===== src/rtl/pcc_defines.vh =====
// register map, field positions and reset values of the clock config block
`ifndef PCC_DEFINES_VH
`define PCC_DEFINES_VH

// register offsets
`define PCC_ADDR_OSC_TRIM     8'h3C
`define PCC_ADDR_PLL_CONTROL  8'h3D
`define PCC_ADDR_PLL_OUT_DIV  8'h3E
`define PCC_ADDR_STATUS       8'h3F

// control register fields
`define PCC_FB_LSB            0
`define PCC_FB_MSB            1
`define PCC_PD_BIT            2
`define PCC_OE_BIT            3
`define PCC_SEL_LSB           4
`define PCC_SEL_MSB           7

// reset values
`define PCC_RST_OSC_TRIM      8'h80
`define PCC_RST_PLL_CONTROL   8'h00
`define PCC_RST_PLL_OUT_DIV   8'h08

// feedback divider decode values
`define PCC_FB_DIV_A          6'h17
`define PCC_FB_DIV_B          6'h1B
`define PCC_FB_DIV_C          6'h1C

// smallest legal output divider
`define PCC_OUT_DIV_MIN       8'h08

// source select codes
`define PCC_SEL_GPIO          4'h0
`define PCC_SEL_PLL           4'h1
`define PCC_SEL_LOW           4'h2
`define PCC_SEL_HIGH          4'h3
`define PCC_SEL_XTAL1         4'h4
`define PCC_SEL_XTAL2         4'h5
`define PCC_SEL_XTAL4         4'h6
`define PCC_SEL_XTAL8         4'h7
`define PCC_SEL_TMR0          4'h8
`define PCC_SEL_TMR1          4'h9
`define PCC_SEL_TMR2          4'hA
`define PCC_SEL_TMR3          4'hB

`endif


===== src/rtl/pcc_top.v =====
// clock configuration: trim, pll control, output divider, aux clock select
//
// Overview of operation
// RULE1: aux clock is crystal times feedback value, halved, then out-divided.
// RULE2: feedback field decode: 00->23, 01->27, 10->28, 11->23.
// RULE3: feedback selection sits in control bits 1 and 0.
// RULE4: output divider divides by its value 8..254; 0..7 reserved.
// RULE5: select 0 frees pin for gpio, 2 holds low, 3 holds high.
// RULE6: select 1 drives pll output; select field is control bits 7..4.
// RULE7: selects 4..7 give crystal divided by one, two, four, eight.
// RULE8: selects 8..B toggle the pin on timer 0..3 overflow.
// RULE9: selected clock reaches pin only while enable bit 3 is set.
// RULE10: full 8-bit trim drives oscillator; larger value means slower.
// RULE11: power-down bit 2 stops pll; pll selections carry no clock.
//
// The plain strobed port was left to the implementer.
`default_nettype none
`include "pcc_defines.vh"
module pcc_top
(
  input  wire       i_sys_clk,
  input  wire       i_rst,
  // register port
  input  wire [7:0] i_addr,
  input  wire [7:0] i_wdata,
  input  wire       i_wr,
  input  wire       i_rd,
  output wire [7:0] o_rdata,
  // crystal derived tick and pll tick, both from outside the clock domain
  input  wire       i_xtal_clk,
  input  wire       i_pll_tick,
  // timer overflow pulses, same domain
  input  wire [3:0] i_timer_ovf,
  // general purpose output driven while pin is freed
  input  wire       i_gpio_out,
  input  wire       i_gpio_oe,
  // aux clock pin
  input  wire       i_aux_clock_pin,
  output wire       o_aux_clock_pin,
  output wire       o_aux_clock_pin_oe,
  output wire       o_aux_clock_pin_in,
  // analog controls
  output wire [7:0] o_low_freq_osc_trim,
  output wire [5:0] o_pll_feedback_divider,
  output wire       o_pll_power_down
);

  // ==========================================================
  // functions
  // ==========================================================
  function [5:0] fb_decode;
    input [1:0] code;
    begin
      case (code)
        2'b01:   fb_decode = `PCC_FB_DIV_B;
        2'b10:   fb_decode = `PCC_FB_DIV_C;
        default: fb_decode = `PCC_FB_DIV_A;
      endcase
    end
  endfunction

  function is_addr;
    input [7:0] a;
    input [7:0] b;
    begin
      is_addr = (a == b);
    end
  endfunction

  // ==========================================================
  // registers
  // ==========================================================
  reg  [7:0] low_freq_osc_trim_r;
  reg  [7:0] pll_control_r;
  reg  [7:0] pll_output_divider_r;
  reg  [7:0] rdata_r;
  reg  [7:0] rdata_nxt;
  reg  [7:0] low_freq_osc_trim_nxt;
  reg  [7:0] pll_control_nxt;
  reg  [7:0] pll_output_divider_nxt;

  // unmapped writes fall through and leave every register as it was
  always @*
  begin
    low_freq_osc_trim_nxt  = low_freq_osc_trim_r;
    pll_control_nxt        = pll_control_r;
    pll_output_divider_nxt = pll_output_divider_r;
    if (i_wr)
    begin
      if (is_addr(i_addr, `PCC_ADDR_OSC_TRIM))
        low_freq_osc_trim_nxt = i_wdata; // RULE10
      if (is_addr(i_addr, `PCC_ADDR_PLL_CONTROL))
        pll_control_nxt = i_wdata; // RULE3
      if (is_addr(i_addr, `PCC_ADDR_PLL_OUT_DIV))
        pll_output_divider_nxt = i_wdata; // RULE4
    end
  end

  always @(posedge i_sys_clk)
  begin
    if (i_rst)
    begin
      low_freq_osc_trim_r  <= `PCC_RST_OSC_TRIM;
      pll_control_r        <= `PCC_RST_PLL_CONTROL;
      pll_output_divider_r <= `PCC_RST_PLL_OUT_DIV;
    end
    else
    begin
      low_freq_osc_trim_r  <= low_freq_osc_trim_nxt;
      pll_control_r        <= pll_control_nxt;
      pll_output_divider_r <= pll_output_divider_nxt;
    end
  end

  // ==========================================================
  // control fields
  // ==========================================================
  wire [1:0] fb_code;
  wire       pll_power_down;
  wire       aux_clock_output_enable;
  wire [3:0] aux_clock_source_select;

  assign fb_code = pll_control_r[`PCC_FB_MSB:`PCC_FB_LSB]; // RULE3
  assign pll_power_down = pll_control_r[`PCC_PD_BIT];
  assign aux_clock_output_enable = pll_control_r[`PCC_OE_BIT]; // RULE9
  assign aux_clock_source_select =
    pll_control_r[`PCC_SEL_MSB:`PCC_SEL_LSB]; // RULE6

  // ==========================================================
  // input synchronisers
  // ==========================================================
  wire xtal_s;
  wire pll_s;
  wire pin_s;

  pcc_sync2 u_sync_xtal
  (
    .i_sys_clk (i_sys_clk),
    .i_rst     (i_rst),
    .i_d       (i_xtal_clk),
    .o_q       (xtal_s)
  );

  pcc_sync2 u_sync_pll
  (
    .i_sys_clk (i_sys_clk),
    .i_rst     (i_rst),
    .i_d       (i_pll_tick),
    .o_q       (pll_s)
  );

  pcc_sync2 u_sync_pin
  (
    .i_sys_clk (i_sys_clk),
    .i_rst     (i_rst),
    .i_d       (i_aux_clock_pin),
    .o_q       (pin_s)
  );

  // ==========================================================
  // crystal and pll edge detection
  // ==========================================================
  // the crystal outruns this clock, so the synchronised level is a
  // sampled image; ratios are exact in ticks, not in real frequency
  reg xtal_d_r;
  reg pll_d_r;
  wire xtal_rise;
  wire pll_rise;

  always @(posedge i_sys_clk)
  begin
    if (i_rst)
    begin
      xtal_d_r <= 1'b0;
      pll_d_r  <= 1'b0;
    end
    else
    begin
      xtal_d_r <= xtal_s;
      pll_d_r  <= pll_s;
    end
  end

  assign xtal_rise = xtal_s & ~xtal_d_r;
  assign pll_rise  = pll_s & ~pll_d_r;

  // crystal division chain: /2, /4, /8
  reg  [2:0] xdiv_r;
  wire [2:0] xdiv_nxt;

  // one count per crystal rise, so bit k runs at the crystal over 2^(k+1)
  assign xdiv_nxt = xtal_rise ? xdiv_r + 3'h1 : xdiv_r; // RULE7

  always @(posedge i_sys_clk)
  begin
    if (i_rst)
      xdiv_r <= 3'h0;
    else
      xdiv_r <= xdiv_nxt;
  end

  // ==========================================================
  // pll output divider stage
  // ==========================================================
  // the vco itself is analog: fed by the crystal, multiplied by the
  // decoded feedback value and halved; i_pll_tick is its result
  wire       div_run;
  wire       pll_div_clk;

  // reserved divider values stop the stage instead of misdividing
  assign div_run = ~pll_power_down &
                   (pll_output_divider_r >= `PCC_OUT_DIV_MIN); // RULE4 RULE11

  pcc_div u_out_div
  (
    .i_sys_clk (i_sys_clk),
    .i_rst     (i_rst),
    .i_run     (div_run),
    .i_tick    (pll_rise),
    .i_div     (pll_output_divider_r),
    .o_clk     (pll_div_clk)
  ); // RULE1

  // ==========================================================
  // timer toggle
  // ==========================================================
  reg  tmr_tgl_r;
  wire tmr_sel;
  wire tmr_hit;

  // only the selected timer counts; the others may overflow freely
  assign tmr_sel = (aux_clock_source_select[3:2] == 2'b10);
  assign tmr_hit = tmr_sel & i_timer_ovf[aux_clock_source_select[1:0]];

  always @(posedge i_sys_clk)
  begin
    if (i_rst)
      tmr_tgl_r <= 1'b0;
    else if (tmr_hit)
      tmr_tgl_r <= ~tmr_tgl_r; // RULE8
  end

  // ==========================================================
  // output selector
  // ==========================================================
  reg aux_out_nxt;
  reg aux_oe_nxt;
  reg aux_out_r;
  reg aux_oe_r;
  reg pin_in_r;
  reg [7:0] trim_out_r;
  reg [5:0] fb_out_r;
  reg pd_out_r;

  always @*
  begin
    aux_out_nxt = 1'b0;
    aux_oe_nxt  = aux_clock_output_enable; // RULE9
    case (aux_clock_source_select)
      `PCC_SEL_GPIO:
      begin
        aux_out_nxt = i_gpio_out;
        aux_oe_nxt  = i_gpio_oe; // RULE5
      end
      `PCC_SEL_PLL:   aux_out_nxt = pll_div_clk; // RULE6 RULE11
      `PCC_SEL_LOW:   aux_out_nxt = 1'b0; // RULE5
      `PCC_SEL_HIGH:  aux_out_nxt = 1'b1; // RULE5
      `PCC_SEL_XTAL1: aux_out_nxt = xtal_s; // RULE7
      `PCC_SEL_XTAL2: aux_out_nxt = xdiv_r[0]; // RULE7
      `PCC_SEL_XTAL4: aux_out_nxt = xdiv_r[1]; // RULE7
      `PCC_SEL_XTAL8: aux_out_nxt = xdiv_r[2]; // RULE7
      `PCC_SEL_TMR0,
      `PCC_SEL_TMR1,
      `PCC_SEL_TMR2,
      `PCC_SEL_TMR3:  aux_out_nxt = tmr_tgl_r; // RULE8
      default:
      begin
        // reserved codes leave the pin undriven
        aux_out_nxt = 1'b0;
        aux_oe_nxt  = 1'b0;
      end
    endcase
  end

  always @(posedge i_sys_clk)
  begin
    if (i_rst)
    begin
      aux_out_r  <= 1'b0;
      aux_oe_r   <= 1'b0;
      pin_in_r   <= 1'b0;
      trim_out_r <= `PCC_RST_OSC_TRIM;
      fb_out_r   <= `PCC_FB_DIV_A;
      pd_out_r   <= 1'b0;
    end
    else
    begin
      aux_out_r  <= aux_out_nxt;
      aux_oe_r   <= aux_oe_nxt;
      pin_in_r   <= pin_s;
      trim_out_r <= low_freq_osc_trim_r; // RULE10
      fb_out_r   <= fb_decode(fb_code); // RULE2
      pd_out_r   <= pll_power_down; // RULE11
    end
  end

  // ==========================================================
  // read port
  // ==========================================================
  // status: bit 3 divider running, bit 2 timer toggle, bit 1 divided
  // pll clock, bit 0 synchronised pin level; upper bits read zero
  wire [7:0] status_word;
  assign status_word = {4'h0, div_run, tmr_tgl_r, pll_div_clk, pin_in_r};

  always @*
  begin
    rdata_nxt = 8'h00;
    if (i_rd)
    begin
      if (is_addr(i_addr, `PCC_ADDR_OSC_TRIM))
        rdata_nxt = low_freq_osc_trim_r;
      else if (is_addr(i_addr, `PCC_ADDR_PLL_CONTROL))
        rdata_nxt = pll_control_r;
      else if (is_addr(i_addr, `PCC_ADDR_PLL_OUT_DIV))
        rdata_nxt = pll_output_divider_r;
      else if (is_addr(i_addr, `PCC_ADDR_STATUS))
        rdata_nxt = status_word;
    end
  end

  always @(posedge i_sys_clk)
  begin
    if (i_rst)
      rdata_r <= 8'h00;
    else
      rdata_r <= rdata_nxt;
  end

  assign o_rdata                = rdata_r;
  assign o_aux_clock_pin        = aux_out_r;
  assign o_aux_clock_pin_oe     = aux_oe_r;
  assign o_aux_clock_pin_in     = pin_in_r;
  assign o_low_freq_osc_trim    = trim_out_r;
  assign o_pll_feedback_divider = fb_out_r;
  assign o_pll_power_down       = pd_out_r;
endmodule
`default_nettype wire


===== src/rtl/pcc_sync2.v =====
// two flip-flop synchroniser for one level
`default_nettype none
module pcc_sync2
(
  input  wire i_sys_clk,
  input  wire i_rst,
  input  wire i_d,
  output wire o_q
);
  reg meta_r;
  reg q_r;

  always @(posedge i_sys_clk)
  begin
    if (i_rst)
    begin
      meta_r <= 1'b0;
      q_r    <= 1'b0;
    end
    else
    begin
      meta_r <= i_d;
      q_r    <= meta_r;
    end
  end

  assign o_q = q_r;
endmodule
`default_nettype wire


===== src/rtl/pcc_div.v =====
// programmable divider: toggles its output to divide the tick rate by n
`default_nettype none
module pcc_div
(
  input  wire       i_sys_clk,
  input  wire       i_rst,
  input  wire       i_run,
  input  wire       i_tick,
  input  wire [7:0] i_div,
  output wire       o_clk
);
  reg [7:0] cnt_r;
  reg       clk_r;
  wire [7:0] half_lo;
  wire [7:0] half_hi;

  // odd ratios: low half one tick longer than high half
  assign half_hi = {1'b0, i_div[7:1]};
  assign half_lo = i_div - half_hi;

  always @(posedge i_sys_clk)
  begin
    if (i_rst || !i_run)
    begin
      cnt_r <= 8'h00;
      clk_r <= 1'b0;
    end
    else if (i_tick)
    begin
      if (cnt_r + 8'h01 >= (clk_r ? half_hi : half_lo))
      begin
        cnt_r <= 8'h00;
        clk_r <= ~clk_r;
      end
      else
      begin
        cnt_r <= cnt_r + 8'h01;
      end
    end
  end

  assign o_clk = clk_r;
endmodule
`default_nettype wire


===== config.mk =====
export PLATFORM = sky130hd
export DESIGN_NAME = pcc_top
export DESIGN_NICKNAME = d
export VERILOG_FILES = /design/src/rtl/pcc_top.v /design/src/rtl/pcc_sync2.v /design/src/rtl/pcc_div.v
export VERILOG_INCLUDE_DIRS = /design/src /design/src/rtl
export SDC_FILE = /design/constraint.sdc
export NUM_CORES = 1
export LEC_CHECK = 0
export ABC_AREA = 0
export BUFFER_PORTS_ARGS = -buffer_cell sky130_fd_sc_hd__buf_2
export CORE_UTILIZATION = 45
export CTS_CLUSTER_DIAMETER = 60
export DETAILED_ROUTE_END_ITERATION = 8
export PLACE_DENSITY = 0.69
export SKIP_CTS_REPAIR_TIMING = 1
export SLEW_MARGIN = 30
export SYNTH_ARGS = -nofsm -noshare
export SYNTH_HDL_FRONTEND = slang
export SYNTH_HIERARCHICAL = 1
export SYNTH_SLANG_ARGS = --single-unit

===== constraint.sdc =====
create_clock -name i_sys_clk -period 2.8 [get_ports i_sys_clk]
set_input_delay 0.7 -clock i_sys_clk [delete_from_list [all_inputs] [get_ports i_sys_clk]]
set_output_delay 0.7 -clock i_sys_clk [all_outputs]
set_load 0.01 [all_outputs]

# == Word level (Yosys, flattened, before mapping) ==
# Index checks and enable logic that the tools add are counted.
# word_totals
regBits,71
latchBits,0
mem_bits_rw,0
rom_bits,0
input_bits,29
output_inout_bits,26
elab_cells,77
memories,0
# op_classes
addsub,3
multipliers,0
n_div,0
magnitude_cmp,3
n_eq_ne,18
shifts,0
muxes,11
bitwise_logic,10
reduce_logical,10
# op_table
op,n
2-to-1 mux 8 bit,5
"== test 8 x 6 -> 1 bit, second input constant",4
"== test 4 x 3 -> 1 bit, second input constant",4
"== test 4 bit, second input constant",4
OR reduction 11 bit,1
"adder 8 x 1 -> 8 bit, second input constant",1
"== test 4 x 2 -> 1 bit, second input constant",2
">= comparator 8 x 4 -> 1 bit, second input constant",1
>= comparator 8 bit,1
one-hot mux 1 bit (8 select lines),1
one-hot mux 4 bit (2 select lines),1
AND reduction 2 bit,4
subtractor 8 x 7 -> 8 bit,1
inverter 1 bit,6
bitwise AND 1 bit,4
"== test 2 bit, second input constant",2
"== test 4 x 1 -> 1 bit, second input constant",1
logical NOT 4 bit,1
2-to-1 mux 4 bit,1
OR reduction 4 bit,1
"adder 3 x 1 -> 3 bit, second input constant",1
"less-than comparator 2 x 3 -> 1 bit, second input constant",1
binary-select mux 1 bit (select 2 bit),1
"== test 2 x 1 -> 1 bit, second input constant",1
other kinds (5),5

# == Depth between registers and ports, before layout ==
# depth
ltp_word,6
ltp_mapped,13
mapped_depth_nobuf,13

# == Cells and area by module ==
# The synthesis kept the hierarchy.
# modules_own_cells
module,n_inst,cells_per_inst,area_each_um2,seq_area_each_um2
pcc_top,1,221,2257.2,1061.0
pcc_div,1,133,1086.0,180.2
pcc_sync2,3,4,52.6,40.0

# == Least setup slack after synthesis ==
# Ideal clock, no wire load.
# synth_timing
kind,flip-flop to flip-flop
from,register pll_output_divider_r[1]
to,register u_out_div.cnt_r[0]
setup_ns,0.066
arrival_ns,2.764
required_time_ns,2.734
path_slack_ns,-0.030
path_stages_with_launch,13
path_buffers,0
period_less_slack_ns,2.830
cell_sequence,dfxtp_1 > ha_1 > inv_1 > fa_1 > a21o_1 > a31o_1 > a21oi_1 > and3b_1 > ha_1 > and3_1 > a221oi_2 > o221ai_2 > nor2_1
# synth_between
elab_chain_len,4
elab_cells_between_ends,8
classes_between,add/sub (1); order compare (2); mux (2); bitwise (1); reduce/logical (2)
# synth_rtl
item,line_no,text
from (decl),pcc_top.v:75,reg [7:0] pll_output_divider_r;
from (signal assigned),pcc_top.v:105,pll_output_divider_r <= `PCC_RST_PLL_OUT_DIV;
from (signal assigned),pcc_top.v:111,pll_output_divider_r <= pll_output_divider_nxt;
subtractor 8 x 7 -> 8 bit or >= comparator 8 x 4 -> 1 bit (tied branches),--,
2-to-1 mux 8 bit or bitwise AND 1 bit (tied branches),"pcc_div.v:30, pcc_top.v:211",
>= comparator 8 bit or logical NOT 1 bit (tied branches),"pcc_div.v:30, pcc_div.v:23",
2-to-1 mux 8 bit or logical OR 1 bit (tied branches),"pcc_div.v:30, pcc_div.v:23",
to (signal assigned),pcc_div.v:37,cnt_r <= cnt_r + 8'h01;
to (decl),pcc_div.v:12,reg [7:0] cnt_r;
# Parallel ways exist; a longest one is shown, timed or not.
# A chain may end at the register's enable or synchronous reset.

# == Worst setup path after layout ==
# layout_timing
from,register pll_output_divider_r[0]
to,register u_out_div.cnt_r[5]
# The elaborated chain is that of the path after synthesis.

==> flow_summary.json <==
{
  "antenna_found_initial": 0,
  "fin_ws_ps": -31.3,
  "die_w_microns": 90.2,
  "finalCritPeriodShare_pct": 101,
  "cts_tree": "yes",
  "synthDistinctLibCells": 60,
  "initial_core_util_pct": 47.5,
  "setup_viol": 8,
  "fin_tns_setup_ps": -199,
  "hold_violations": 0,
  "drt_wl_total_microns": 7750,
  "power_frac_comb_pct": 5.7,
  "critPathKind": "reg -> reg",
  "drc": 0,
  "max_cap_violations": 0,
  "grt_start_max_net_pins": 35,
  "r2r-start": "pll_output_divider_r[0]",
  "hold_class": "reg -> reg",
  "r2r_slack_ps": -30,
  "dpl-instance-area_sq_um": 3960,
  "synth_cells": 366,
  "wl_per_cell_microns": 14.4,
  "drtIter0Drc": 134,
  "pin_count": 55,
  "max_freq_mhz": 353,
  "async_reset_ff_share_pct": 0,
  "required_ps": 3100,
  "cp_max_fo": 8,
  "dieHeight_microns": 90.2,
  "vias": 2817,
  "cts_made_buffers": 9,
  "cts_sinks": 68,
  "p_int_w": 0.00145,
  "pwr-share-seq_pct": 50.2,
  "syn_avg_cell_area_sq_um": 9.57,
  "syn_to_final_growth_pct": 22.4,
  "reg2reg_depth": 14,
  "clockBufferDepth": 2,
  "clock_power_share_pct": 44.1,
  "p_switching_w": 0.000496,
  "worstSetupStartpointType": "register",
  "ys_ff_latch": 68,
  "synth-edff-count": 0,
  "slew_viol_final": 0,
  "swShare_pct": 25.4,
  "gp_congestion": 0.811,
  "status": "finished with violations",
  "numPortBuffers": 52,
  "grt_pass1_wl_microns": 12800,
  "ys.flop_type": "dfxtp_1",
  "p_leak_nw": 1.94,
  "rows": 31,
  "synth_nets": 415,
  "diodes": 0,
  "relSlewSlack_pct": 45.2,
  "p_per_area_nw_per_um2": 455,
  "synth_warnings": 6,
  "cp.arrival_ps": 3130,
  "grt_pass1_vias": 2742,
  "vdd_drop_max_uv": 330,
  "vias_per_cell": 5.22,
  "rsz0062_at_grt": "yes",
  "critPathLaunch": "pll_output_divider_r[0]",
  "first_pass_iters": 4,
  "clk_pin_slew_worst_paths_ps": 80,
  "cts-root-buf": "clkbuf_8",
  "ant_nets": 0,
  "worstMarginPinSlew_ps": 815,
  "netlist_area_sq_um": 3500,
  "postLayoutCoreUtil_pct": 58.2,
  "grtUsageTotal_pct": 20.1,
  "grt_overflow": 0,
  "failed_checks": "setup timing",
  "fillers": 655,
  "worstReg2RegEnd": "u_out_div/cnt_r[5]",
  "ys_seq_area_share_pct": 38.9,
  "dp.final_hpwl_microns": 5600,
  "endpoint": "u_out_div/cnt_r[5]",
  "coreArea_sq_um": 7370,
  "dieArea_sq_um": 8140,
  "fin_area_sq_um": 4290,
  "drive_gt1_share_pct": 28.6,
  "cp-end-kind": "register",
  "fin_crit_ps": 2830,
  "fin_worst_skew_ps": 9.01,
  "clock_latency_ps": 360,
  "finalPower_w": 0.00195,
  "hold_start": "u_sync_pin/meta_r",
  "final_nets": 485,
  "h-tree-depth": 3
}
[worst min-delay path by stage]
stage / to / slack [ps] / depth (start not counted)
2_1_floorplan: o_aux_clock_pin_in / 410 / 1
3_3_place_gp: u_sync_pll/o_q / 420 / 1
3_5_place_dp: u_sync_pin/o_q / 420 / 1
4_1_cts: u_sync_pin/o_q / 440 / 1
5_1_grt: u_sync_xtal/o_q / 470 / 1
6_report: u_sync_pin/o_q / 440 / 1
[logic make-up (layout without fill, tap and decap cells)]
group / Yosys count / in the layout / synth area share (%)
AOI/OAI and AO/OA: 50 / 50 / 11.5
xor gates and xnor gates: 17 / 17 / 4.25
adders and majority gates: 20 / 20 / 7.36
buffers and inverters: 49 / 124 / 6.18
DFF: 68 / 68 / 38.9
muxes: 33 / 33 / 10.2
other: 2 / 2 / 0.215
and+or+nand+nor: 127 / 127 / 21.4
[cells in the mapped netlist (all sizes together), types with 4 or more instances]
cell type / n / share of area, %
buf: 11 / 2.1
nor2: 25 / 2.7
nor4: 4 / 0.89
nor3: 6 / 1.2
xor2: 11 / 2.8
a21oi: 12 / 1.7
o221a: 5 / 1.6
and2: 4 / 0.71
nand2b: 33 / 5.9
or4: 6 / 1.4
nor3b: 4 / 0.86
inv: 30 / 3.2
nand2: 10 / 1.1
a21o: 4 / 0.86
ha: 19 / 6.8
and3: 4 / 0.71
nand3: 5 / 0.71
dfxtp: 68 / 39
xnor2: 6 / 1.5
clkbuf: 8 / 0.86
nor2b: 16 / 2.9
mux2i: 31 / 8.9
[area by class of cell]
| class | instances | area (sq um) | share of cell area, % |
|---|---|---|---|
| clock buffer | 9 | 124 | 2.89 |
| tap | 99 | 124 | 2.89 |
| clock inverter | 7 | 83.8 | 1.96 |
| multi-input combinational | 249 | 2010 | 47.0 |
| sequential | 68 | 1370 | 32.0 |
| inverter | 30 | 113 | 2.63 |
| timing repair buffer | 78 | 459 | 10.7 |
[per-layer routing]
layer,GRT usage [%],wire (microns)
met1,26.5,3690
met2,31.0,3490
met3,3.98,358
met4,10.3,206
met5,0,0
[layout by cell type (no fill, tap or decap), types with 10 or more instances in the layout]
cell type  synthesis  layout
dfxtp_1           68      63
buf_2              5      52
nand2b_1          33      33
mux2i_1           31      31
inv_1             29      27
buf_4              3      25
nor2_1            25      21
ha_1              19      17
nor2b_1           16      16
xor2_1            11      11
a21oi_1           12      10
nand2_1           10      10
[flip-flops by register name (all words and copies together) (netlist names), 3 cells and up]
name	flops
low_freq_osc_trim_r	8
o_low_freq_osc_trim	8
o_rdata	8
pll_control_r	8
pll_output_divider_r	8
u_out_div/cnt_r	8
o_pll_feedback_divider	3
xdiv_r	3
[power by group through the flow]
stage / clock network (W) / logic, W / registers [W]
finish: 0.000859 / 0.000111 / 0.000979
global placement: 0 / 0.000105 / 0.00100
global route: 0.000919 / 0.000123 / 0.000981
CTS: 0.000884 / 0.000107 / 0.000980
detailed placement: 0 / 0.000106 / 0.00100
floorplan: 0 / 0.0000672 / 0.00100
[per-stage QoR]
stage	hold slack [ps]	cells	setup WS (ps)
CTS	443	538	-209
global route	467	540	-146
finish	438	540	-31.3
global placement	416	522	-23.4
floorplan	414	366	52.6
detailed placement	425	522	-185
[worst max-delay path: stages, from the launching register on]
cell,delay (ps)
dfxtp_2,330
inv_2,60
ha_4,120
inv_2,40
fa_2,390
a21o_1,200
a31o_1,200
a21oi_2,120
and3b_2,230
ha_4,220
and3_4,160
a221oi_4,300
o221ai_2,150
buf_6,170
nor2_1,90
Power figures use the tool's default switching activity.
